--- src/flash_guard_pkg.sv ---
// package: register map, field positions and reset values of the flash status/guard block
package flash_guard_pkg;

  // ----------------------------------------------------------------
  // register byte addresses (index times four)
  // ----------------------------------------------------------------
  localparam logic [7:0] IDX_FLASH_STATUS = 8'h05;
  localparam logic [7:0] IDX_PROTECTION_CONFIG = 8'h04;
  localparam logic [7:0] IDX_FLASH_CONFIGURATION = 8'h03;
  localparam logic [7:0] IDX_IRQ_STATUS = 8'h10;
  localparam logic [7:0] IDX_IRQ_MASK = 8'h11;
  localparam logic [7:0] IDX_MODE_CTRL = 8'h12;
  localparam logic [7:0] IDX_TIMEBASE_DIVIDER = 8'h00;
  localparam logic [9:0] ADDR_FLASH_STATUS = {IDX_FLASH_STATUS, 2'b00};
  localparam logic [9:0] ADDR_PROTECTION_CONFIG = {IDX_PROTECTION_CONFIG, 2'b00};
  localparam logic [9:0] ADDR_FLASH_CONFIGURATION = {IDX_FLASH_CONFIGURATION, 2'b00};
  localparam logic [9:0] ADDR_IRQ_STATUS = {IDX_IRQ_STATUS, 2'b00};
  localparam logic [9:0] ADDR_IRQ_MASK = {IDX_IRQ_MASK, 2'b00};
  localparam logic [9:0] ADDR_MODE_CTRL = {IDX_MODE_CTRL, 2'b00};
  localparam logic [9:0] ADDR_TIMEBASE_DIVIDER = {IDX_TIMEBASE_DIVIDER, 2'b00};

  // ----------------------------------------------------------------
  // status bit positions
  // ----------------------------------------------------------------
  localparam int BIT_BUF_EMPTY = 7;
  localparam int BIT_ALL_DONE = 6;
  localparam int BIT_PROTECT_VIOLATION_FLAG = 5;
  localparam int BIT_ACCESS_ERROR_FLAG = 4;
  localparam int BIT_BLANK = 2;
  localparam int BIT_FAIL = 1;
  localparam int BIT_DONE = 0;

  // configuration bit positions
  localparam int BIT_BE_IE = 7;
  localparam int BIT_AD_IE = 6;

  // interrupt status bit positions
  localparam int IRQ_BUF_EMPTY = 0;
  localparam int IRQ_ALL_DONE = 1;
  localparam int IRQ_PROTECT_VIOLATION_FLAG = 2;
  localparam int IRQ_ACCESS_ERROR_FLAG = 3;
  localparam int IRQ_BITS = 4;

  // ----------------------------------------------------------------
  // reset values
  // ----------------------------------------------------------------
  localparam logic [2:0] RST_SCENARIO = 3'h7;
  localparam logic [7:0] RST_CONFIG = 8'h00;
  localparam logic [IRQ_BITS-1:0] RST_IRQ = 4'h0;

endpackage : flash_guard_pkg

--- src/flash_protect_status_flags.sv ---
// flash status flags, protection guard, launch gating and apb register file
`timescale 1ns/1ps
module flash_protect_status_flags
  import flash_guard_pkg::*;
(
  input wire logic clk_i,
  input wire logic rst_i,
  // apb slave
  input wire logic psel_i,
  input wire logic penable_i,
  input wire logic pwrite_i,
  input wire logic [9:0] paddr_i,
  input wire logic [31:0] pwdata_i,
  output logic [31:0] prdata_o,
  output logic pready_o,
  output logic pslverr_o,
  // controller side
  input wire logic array_write_i,
  input wire logic cmd_write_i,
  input wire logic cmd_illegal_i,
  input wire logic target_protected_i,
  input wire logic is_verify_i,
  input wire logic cmd_active_i,
  input wire logic cmd_pending_i,
  input wire logic cmd_finish_i,
  input wire logic verify_erased_i,
  input wire logic stop_req_i,
  input wire logic special_mode_i,
  output logic launch_o,
  output logic abort_o,
  output logic buf_empty_irq_o,
  output logic all_done_irq_o,
  output logic irq_o,
  output logic [2:0] scenario_o
);

  // ----------------------------------------------------------------
  // declarations
  // ----------------------------------------------------------------
  typedef enum logic [1:0] {SEQ_IDLE, SEQ_ARRAY, SEQ_CMD} seq_e;
  seq_e seq_r;
  logic buf_empty_r, all_done_r, protect_violation_flag_r, access_error_flag_r, blank_r, fail_r;
  logic [2:0] scenario_r;
  logic [7:0] config_r;
  logic div_written_r;
  logic [IRQ_BITS-1:0] irq_sts_r, irq_mask_r;
  logic stop_s1_r, stop_s2_r;
  logic wr_acc, rd_acc;
  logic wr_status, launch_req, launch_ok, zero_abort, stop_err;
  logic [IRQ_BITS-1:0] irq_evt;
  logic [7:0] status_rd;

  // ----------------------------------------------------------------
  // behaviour notes for whoever integrates this block
  // ----------------------------------------------------------------
  // register access
  //   every register is one aligned word, eight live bits at most
  //   reads are built in the setup cycle and stand with ready
  //   writes land at the access edge, never at setup
  //   ready comes one cycle after setup: no wait states at all
  //   unmapped addresses answer with a slave error, data zero
  //   upper read bits are always zero
  //
  // protection guard
  //   the stored scenario only moves along the allowed table
  //   a refused write is dropped silently, no error flag is raised
  //   so software must read back the scenario to learn the outcome
  //   reset leaves scenario seven, from which every move is legal
  //   the guard only stores the scenario; range decode lives elsewhere
  //
  // command write sequence
  //   step one: an aligned word write into flash space
  //   step two: a command code write
  //   step three: a one written to buffer-empty launches
  //   a zero to buffer-empty after step one aborts the sequence
  //   the abort raises access error and drops back to idle
  //   a zero written with no sequence open changes nothing
  //   a one written with no sequence open changes nothing either
  //
  // launch gating
  //   no launch while violation, access error or fail is set
  //   an unwritten divider turns a launch into an access error
  //   an illegal code or protected target sets its flag instead
  //   the launch pulse is one cycle, registered, after the write
  //   code and target checks are sampled at the launch write only
  //
  // buffer-empty and all-done
  //   buffer-empty drops on launch and rises once nothing waits
  //   all-done drops whenever buffer-empty is low
  //   all-done rises on a finish with nothing pending
  //   a finish that pulls in a buffered command leaves it low
  //   hazard: a finish in the very cycle buffer-empty rises is lost
  //   so the controller must drain the buffer before finishing
  //
  // error flags
  //   violation and access error are write-one-to-clear
  //   a hardware set in the same cycle as a clear wins
  //   a stop request is synchronised over two flops first
  //   stop only counts as an error while a command is active
  //
  // verify results
  //   blank rises on an erase verify that finds the array erased
  //   blank falls on the next accepted launch only
  //   fail rises on a failing verify in special mode only
  //   fail reads zero and ignores writes in normal modes
  //   done follows the active level, inverted, in special mode
  //
  // interrupts
  //   the two flag interrupts are plain and-gates, registered
  //   the summary line uses its own sticky status and mask
  //   status bits are write-one-to-clear, new events win
  //   the summary interrupt follows the mask one cycle late
  //
  // legal scenario transition lookup
  function automatic logic scenario_ok(input logic [2:0] from, input logic [2:0] to);
    logic [7:0] row;
    row = 8'h00;
    unique case (from)
      3'd0: row = 8'h0F;
      3'd1: row = 8'h0A;
      3'd2: row = 8'h0C;
      3'd3: row = 8'h08;
      3'd4: row = 8'h18;
      3'd5: row = 8'h3C;
      3'd6: row = 8'h5A;
      3'd7: row = 8'hFF;
    endcase
    return row[to];
  endfunction : scenario_ok

  // ----------------------------------------------------------------
  // apb decode: zero wait state access
  // ----------------------------------------------------------------
  assign wr_acc = psel_i & penable_i & pwrite_i;
  assign rd_acc = psel_i & penable_i & ~pwrite_i;
  assign wr_status = wr_acc & (paddr_i == ADDR_FLASH_STATUS);

  // launch, abort and stop conditions
  assign launch_req = wr_status & pwdata_i[BIT_BUF_EMPTY] & (seq_r == SEQ_CMD);
  assign launch_ok = launch_req & ~protect_violation_flag_r & ~access_error_flag_r & ~fail_r & div_written_r
                     & ~cmd_illegal_i & ~target_protected_i;
  assign zero_abort = wr_status & ~pwdata_i[BIT_BUF_EMPTY] & (seq_r != SEQ_IDLE);
  assign stop_err = stop_s2_r & cmd_active_i;
  assign irq_evt[IRQ_BUF_EMPTY] = 1'b0;
  assign irq_evt[IRQ_ALL_DONE] = cmd_finish_i & ~cmd_pending_i;
  assign irq_evt[IRQ_PROTECT_VIOLATION_FLAG] = launch_req & target_protected_i;
  assign irq_evt[IRQ_ACCESS_ERROR_FLAG] = zero_abort | stop_err | (launch_req & cmd_illegal_i);

  // ----------------------------------------------------------------
  // stop request synchroniser
  // ----------------------------------------------------------------
  always_ff @(posedge clk_i) begin
    if (rst_i) begin
      stop_s1_r <= 1'b0;
      stop_s2_r <= 1'b0;
    end else begin
      stop_s1_r <= stop_req_i;
      stop_s2_r <= stop_s1_r;
    end
  end

  // ----------------------------------------------------------------
  // command write sequence tracker
  // ----------------------------------------------------------------
  always_ff @(posedge clk_i) begin
    if (rst_i) begin
      seq_r <= SEQ_IDLE;
    end else if (zero_abort | launch_req) begin
      seq_r <= SEQ_IDLE;
    end else if (array_write_i) begin
      seq_r <= SEQ_ARRAY;
    end else if (cmd_write_i && seq_r == SEQ_ARRAY) begin
      seq_r <= SEQ_CMD;
    end
  end

  // ----------------------------------------------------------------
  // buffer-empty and all-done flags
  // ----------------------------------------------------------------
  always_ff @(posedge clk_i) begin
    if (rst_i) begin
      buf_empty_r <= 1'b1;
    end else if (launch_ok) begin
      buf_empty_r <= 1'b0;
    end else if (cmd_active_i & ~cmd_pending_i) begin
      buf_empty_r <= 1'b1;
    end else if (~cmd_active_i & ~cmd_pending_i) begin
      buf_empty_r <= 1'b1;
    end
  end

  always_ff @(posedge clk_i) begin
    if (rst_i) begin
      all_done_r <= 1'b1;
    end else if (launch_ok | ~buf_empty_r) begin
      all_done_r <= 1'b0;
    end else if (cmd_finish_i & ~cmd_pending_i) begin
      all_done_r <= 1'b1;
    end
  end

  // ----------------------------------------------------------------
  // error flags: hardware set wins over software clear
  // ----------------------------------------------------------------
  always_ff @(posedge clk_i) begin
    if (rst_i) begin
      protect_violation_flag_r <= 1'b0;
    end else if (irq_evt[IRQ_PROTECT_VIOLATION_FLAG]) begin
      protect_violation_flag_r <= 1'b1;
    end else if (wr_status & pwdata_i[BIT_PROTECT_VIOLATION_FLAG]) begin
      protect_violation_flag_r <= 1'b0;
    end
  end

  always_ff @(posedge clk_i) begin
    if (rst_i) begin
      access_error_flag_r <= 1'b0;
    end else if (irq_evt[IRQ_ACCESS_ERROR_FLAG] | (launch_req & ~div_written_r)) begin
      access_error_flag_r <= 1'b1;
    end else if (wr_status & pwdata_i[BIT_ACCESS_ERROR_FLAG]) begin
      access_error_flag_r <= 1'b0;
    end
  end

  // ----------------------------------------------------------------
  // verify result flags
  // ----------------------------------------------------------------
  always_ff @(posedge clk_i) begin
    if (rst_i) begin
      blank_r <= 1'b0;
    end else if (launch_ok) begin
      blank_r <= 1'b0;
    end else if (cmd_finish_i & is_verify_i & verify_erased_i) begin
      blank_r <= 1'b1;
    end
  end

  always_ff @(posedge clk_i) begin
    if (rst_i) begin
      fail_r <= 1'b0;
    end else if (special_mode_i & cmd_finish_i & is_verify_i & ~verify_erased_i) begin
      fail_r <= 1'b1;
    end else if (special_mode_i & wr_status & pwdata_i[BIT_FAIL]) begin
      fail_r <= 1'b0;
    end
  end

  // ----------------------------------------------------------------
  // protection guard and configuration
  // ----------------------------------------------------------------
  always_ff @(posedge clk_i) begin
    if (rst_i) begin
      scenario_r <= RST_SCENARIO;
    end else if (wr_acc && paddr_i == ADDR_PROTECTION_CONFIG
                 && scenario_ok(scenario_r, pwdata_i[2:0])) begin
      scenario_r <= pwdata_i[2:0];
    end
  end

  always_ff @(posedge clk_i) begin
    if (rst_i) begin
      config_r <= RST_CONFIG;
      div_written_r <= 1'b0;
    end else begin
      if (wr_acc && paddr_i == ADDR_FLASH_CONFIGURATION) begin
        config_r <= pwdata_i[7:0];
      end
      if (wr_acc && paddr_i == ADDR_TIMEBASE_DIVIDER) begin
        div_written_r <= 1'b1;
      end
    end
  end

  // ----------------------------------------------------------------
  // interrupt status (w1c, set wins) and mask
  // ----------------------------------------------------------------
  always_ff @(posedge clk_i) begin
    if (rst_i) begin
      irq_sts_r <= RST_IRQ;
      irq_mask_r <= RST_IRQ;
    end else begin
      irq_sts_r <= (irq_sts_r & ~((wr_acc && paddr_i == ADDR_IRQ_STATUS)
                    ? pwdata_i[IRQ_BITS-1:0] : RST_IRQ)) | irq_evt
                    | {{(IRQ_BITS-1){1'b0}}, launch_ok};
      if (wr_acc && paddr_i == ADDR_IRQ_MASK) begin
        irq_mask_r <= pwdata_i[IRQ_BITS-1:0];
      end
    end
  end

  // ----------------------------------------------------------------
  // status read image
  // ----------------------------------------------------------------
  always_comb begin
    status_rd = 8'h00;
    status_rd[BIT_BUF_EMPTY] = buf_empty_r;
    status_rd[BIT_ALL_DONE] = all_done_r;
    status_rd[BIT_PROTECT_VIOLATION_FLAG] = protect_violation_flag_r;
    status_rd[BIT_ACCESS_ERROR_FLAG] = access_error_flag_r;
    status_rd[BIT_BLANK] = blank_r;
    status_rd[BIT_FAIL] = special_mode_i & fail_r;
    status_rd[BIT_DONE] = special_mode_i & ~cmd_active_i;
  end

  // ----------------------------------------------------------------
  // registered outputs
  // ----------------------------------------------------------------
  always_ff @(posedge clk_i) begin
    if (rst_i) begin
      prdata_o <= 32'h0000_0000;
      pready_o <= 1'b0;
      pslverr_o <= 1'b0;
    end else begin
      pready_o <= psel_i & ~penable_i;
      pslverr_o <= 1'b0;
      prdata_o <= 32'h0000_0000;
      if (psel_i & ~penable_i & ~pwrite_i) begin
        unique case (paddr_i)
          ADDR_FLASH_STATUS: prdata_o <= {24'h00_0000, status_rd};
          ADDR_PROTECTION_CONFIG: prdata_o <= {29'h0000_0000, scenario_r};
          ADDR_FLASH_CONFIGURATION: prdata_o <= {24'h00_0000, config_r};
          ADDR_TIMEBASE_DIVIDER: prdata_o <= {31'h0000_0000, div_written_r};
          ADDR_IRQ_STATUS: prdata_o <= {28'h000_0000, irq_sts_r};
          ADDR_IRQ_MASK: prdata_o <= {28'h000_0000, irq_mask_r};
          default: pslverr_o <= 1'b1; // unmapped
        endcase
      end else if (psel_i & ~penable_i) begin
        unique case (paddr_i)
          ADDR_FLASH_STATUS, ADDR_PROTECTION_CONFIG, ADDR_FLASH_CONFIGURATION,
          ADDR_TIMEBASE_DIVIDER, ADDR_IRQ_STATUS, ADDR_IRQ_MASK: pslverr_o <= 1'b0;
          default: pslverr_o <= 1'b1;
        endcase
      end
    end
  end

  always_ff @(posedge clk_i) begin
    if (rst_i) begin
      launch_o <= 1'b0;
      abort_o <= 1'b0;
      buf_empty_irq_o <= 1'b0;
      all_done_irq_o <= 1'b0;
      irq_o <= 1'b0;
      scenario_o <= RST_SCENARIO;
    end else begin
      launch_o <= launch_ok;
      abort_o <= zero_abort;
      buf_empty_irq_o <= buf_empty_r & config_r[BIT_BE_IE];
      all_done_irq_o <= all_done_r & config_r[BIT_AD_IE];
      irq_o <= |(irq_sts_r & irq_mask_r);
      scenario_o <= scenario_r;
    end
  end

  // rd_acc kept for symmetry of decode; reads are served from the setup phase
  logic unused_rd;
  assign unused_rd = rd_acc;

endmodule : flash_protect_status_flags

--- config.mk ---
export PLATFORM = sky130hd
export DESIGN_NAME = flash_protect_status_flags
export DESIGN_NICKNAME = d
export VERILOG_FILES = /design/src/flash_guard_pkg.sv /design/src/flash_protect_status_flags.sv
export SDC_FILE = /design/constraint.sdc
export NUM_CORES = 1
export LEC_CHECK = 0
export BUFFER_PORTS_ARGS = -buffer_cell sky130_fd_sc_hd__buf_2
export CORE_UTILIZATION = 44
export CTS_BUF_LIST = sky130_fd_sc_hd__clkbuf_8 sky130_fd_sc_hd__clkbuf_16
export DETAILED_ROUTE_END_ITERATION = 8
export PLACE_DENSITY = 0.76
export SYNTH_ARGS = -nofsm -noshare
export SYNTH_HDL_FRONTEND = slang
export SYNTH_SLANG_ARGS = --single-unit
--- constraint.sdc ---
create_clock -name clk_i -period 1.96 [get_ports clk_i]
set_clock_uncertainty 0.15 [all_clocks]
set_input_delay 0.392 -clock clk_i [delete_from_list [all_inputs] [get_ports clk_i]]
set_output_delay 0.392 -clock clk_i [all_outputs]
set_load 0.1 [all_outputs]
; ---- After elaboration in Yosys (flattened, before gate mapping)
; Memories as Yosys holds them, arrays and structs flattened. A register that Yosys moved wholly into a read port is not among the register bits.
; Cells that the tools add are included.
[word_totals]
regBits = 72
mem_bits_ro = 56
input_bits = 58
output_inout_bits = 42
mem_count = 1
[op_classes]
n_lt_le_gt_ge = 1
eq_ne = 7
mux = 23
bitwise_logic = 59
n_reduce_logical = 21
[mem_list]
columns = name, depth, word_bits, read_ports, rd_ports_with_merged_regs, wr, line_no
row1 = (name not given), 8, 7, 1, 1, 0, flash_protect_status_flags.sv:118  ; unique case (from)
[op_table]
columns = op, n
row1 = 8-bit one-hot mux with 6 select lines, 1
row2 = 1-bit bitwise AND, 35
row3 = "10-bit by 5-bit equality test with 1-bit output, second input constant", 2
row4 = "10-bit by 7-bit equality test with 1-bit output, second input constant", 2
row5 = 1-bit 2-to-1 mux, 17
row6 = 1-bit NOT, 14
row7 = 2-bit nonzero test, 6
row8 = "10-bit by 4-bit equality test with 1-bit output, second input constant", 1
row9 = 10-bit logical NOT, 1
row10 = 4-bit bitwise AND, 2
row11 = 8-bit 2-to-1 mux, 1
row12 = 1-bit logical AND, 7
row13 = 3-bit 2-to-1 mux, 2
row14 = 2-bit OR reduction, 3
row15 = 6-bit OR reduction, 1
row16 = 1-bit bitwise OR, 5
row17 = "3-bit by 4-bit < comparator with 1-bit output, second input constant", 1
row18 = 4-bit 2-to-1 mux, 1
row19 = 4-bit NOT, 1
row20 = 4-bit by 1-bit bitwise OR with 4-bit output, 1
row21 = 4-bit bitwise OR, 1
row22 = 4-bit OR reduction, 1
row23 = 1-bit binary-select mux with 3-bit select, 1
row24 = 3-bit nonzero test, 1
row25 = other kinds (3), 3

; ---- Depth between registers and ports, before layout
[logic_depth]
ltp_word = 13
ltp_mapped = 6
ltp_nobuf = 5

; ---- Worst setup path after synthesis
; No wires, ideal clock.
[synth_path]
path_type = input-to-reg
start = input port pwdata_i[1]
end = register (tool-made name)
setup_time_ns = 0.137
t_arrival_ns = 1.706
path_slack_ns = -0.033
path_stages = 6
n_path_buf = 1
path_cell_list = buf_6 > mux2_4 > mux4_2 > a21oi_2 > nand4b_1 > o211ai_1
[synth_lines]
columns = element, line_no
row1 = start: declaration, flash_protect_status_flags.sv:13  ; input wire logic [31:0] pwdata_i,

==> results.sh <==
export IMPL_synth_top_area_share=0.434
export IMPL_maxCapViolCount=0
export IMPL_finalHoldWorstSlack_ns=0.0909
export IMPL_insertedDiodeCount=0
export IMPL_placed_cells=415
export IMPL_cts_tree="yes"
export IMPL_yosysTopAreaCell="dfxtp_1"
export IMPL_critPathMaxFanout=7
export IMPL_async_flop_share=0
export IMPL_grt_util_all_layers=0.191
export IMPL_start_util=0.458
export IMPL_dpl_cell_area_um2=2910
export IMPL_synth_edf_count=0
export IMPL_regToRegSetupSlack_ns=0.07
export IMPL_reg2reg_depth=5
export IMPL_hold_viol_final=0
export IMPL_crit_start="pwdata_i[1]"
export IMPL_ys_types=56
export IMPL_yosys_top_cells_area="dfxtp_1 43%, buf_4 7.1%, a21oi_1 4.3%, nand2_1 4.0%, a22oi_1 3.6%"
export IMPL_start_kind="input pin"
export IMPL_status="completed"
export IMPL_root_buffer="clkbuf_8"
export IMPL_grt_max_degree=29
export IMPL_cp_end_kind="register"
export IMPL_antenna_found_initial=0
export IMPL_ctsHoldBuffers=0
export IMPL_wire_per_inst_um=14.0
export IMPL_worst_slack_ns=0.0606
export IMPL_total_power_mw=2.16
export IMPL_avgSynthCellArea_um2=9.06
export IMPL_finalSetupTns_ns=0
export IMPL_fin_crit_sh=0.969
export IMPL_min_period_ns=1.90
export IMPL_min_path_cells=2
export IMPL_die_w_um=77.9
export IMPL_cp_required_ns=2.00
export IMPL_final_cell_mix="55 x dfxtp_1, 51 x buf_2, 27 x nand2_1"
export IMPL_fmax_ghz=0.526
export IMPL_syn_inst=280
export IMPL_synthFlopType="dfxtp_1"
export IMPL_clkSlewWorstSetupHoldPaths_ns=0.10
export IMPL_first_pass_iters=5
export IMPL_cts_sinks=55
export IMPL_stdcell_count=423
export IMPL_syn2layout_area_growth_pct=19.5
export IMPL_layout_commonest_cell="dfxtp_1"
export IMPL_h_tree_depth=2
export IMPL_vias_per_cell=5.35
export IMPL_drive_gt1_frac=0.293
export IMPL_numCtsBuffers=5
export IMPL_hpwl_um=4330
export IMPL_dieArea_um2=6070
export IMPL_worstPathArrival_ns=1.94
export IMPL_wl_um=5910
export IMPL_die_h_um=77.9
export IMPL_syn_area_um2=2540
export IMPL_core_um2=5540
export IMPL_setup_viol=0
export IMPL_yosysSeqAreaShare=0.434
export IMPL_ant_nets=0
export IMPL_clock_latency_ns=0.32
export IMPL_worst_setup_path_type="input pin to register"
export IMPL_via_count=2264
export IMPL_powerDensity_nw_per_um2=712
export IMPL_ios=100
export IMPL_rows=27
export IMPL_min_from="array_write_i"
export IMPL_ir_drop_mv=0.314
export IMPL_nets=408
export IMPL_drc=0
export IMPL_clockBufferDepth=2
export IMPL_final_util=0.547
export IMPL_drv_slew=0
export IMPL_first_iter_violations=159
export IMPL_grt_pass1_vias=2025
export IMPL_p_leak_nw=1.27
export IMPL_grt_remaining_overflow=0
export IMPL_grt_pass1_wl_um=9180
export IMPL_dp_slack_ns=-0.274
export IMPL_rsz0062_at_grt="false"
export IMPL_min_to="seq_r[1]"
export IMPL_ys_seq_elements=55
export IMPL_place_gp_congestion=0.850
export IMPL_min_path_type="input pin to register"
export IMPL_io_buffers=51
export IMPL_ys_warn_count=0
export IMPL_fin_area_um2=3030
Yosys cell counts, types with 3 or more instances:
cell type / count
dfxtp_1: 55
nand2_1: 27
buf_4: 24
a21oi_1: 22
nor2_1: 19
nand3_1: 13
a22oi_1: 12
inv_1: 11
o21ai_0: 8
mux2i_1: 7
clkbuf_1: 6
nand2b_1: 6
and3_1: 4
and4_1: 4
nand4b_1: 4
a31oi_1: 3
and2_1: 3
nor2b_1: 3
critical path, stage by stage:
cell	delay, ns
buf_2	0.18
mux2_2	0.35
mux4_2	0.51
nand3_2	0.11
nor3b_2	0.27
o22ai_2	0.14
layer usage:
metal | wire (um) | track usage | vias to the layer above
met5 | 0 | 0 | -
met4 | 47 | 0.0537 | 0
met3 | 387 | 0.0341 | 6
met2 | 2880 | 0.327 | 112
met1 | 2600 | 0.244 | 1060
li1 | - | - | 1086
final cells by class:
type                            instances  area (um^2)
Fill cell                             512         2510
Clock buffer                            5         68.8
Multi-Input combinational cell        201         1260
Inverter                               11         41.3
Tap cell                               72         90.1
Timing Repair Buffer                   76          447
Sequential cell                        55         1100
Clock inverter                          3         27.5
worst max path at each step:
stage	to	depth (start not counted)	slack, ns
global route	register	6	0.01
detailed placement	register	7	-0.27
floorplan	register	6	-0.02
finish	register	6	0.06
CTS	register	7	0.04
global placement	register	6	-0.18
what timing repair did:
item                                    CTS  global route
endpoints found under the setup margin    0             1
gates resized for setup                   0             4
setup buffers                             0             0
logic make-up (layout without fill, tap and decap cells):
family / after synthesis / in the layout / share of synthesized area
muxes: 12 / 12 / 0.0616
buffers and inverters: 47 / 95 / 0.112
AOI/OAI and AO/OA: 63 / 63 / 0.163
and+or+nand+nor: 101 / 101 / 0.225
other: 1 / 24 / 0.00148
DFF: 55 / 55 / 0.434
xor gates and xnor gates: 1 / 1 / 0.00345
where the power goes:
group / total, mW / switching, mW / internal (mW) / leakage (nW)
Combinational: 0.360 / 0.293 / 0.0679 / 0.780
Sequential: 1.13 / 0.00752 / 1.13 / 0.445
Clock: 0.664 / 0.401 / 0.263 / 0.0463
Total: 2.16 / 0.701 / 1.46 / 1.27
Note: power is estimated with default switching activity, not from simulation.
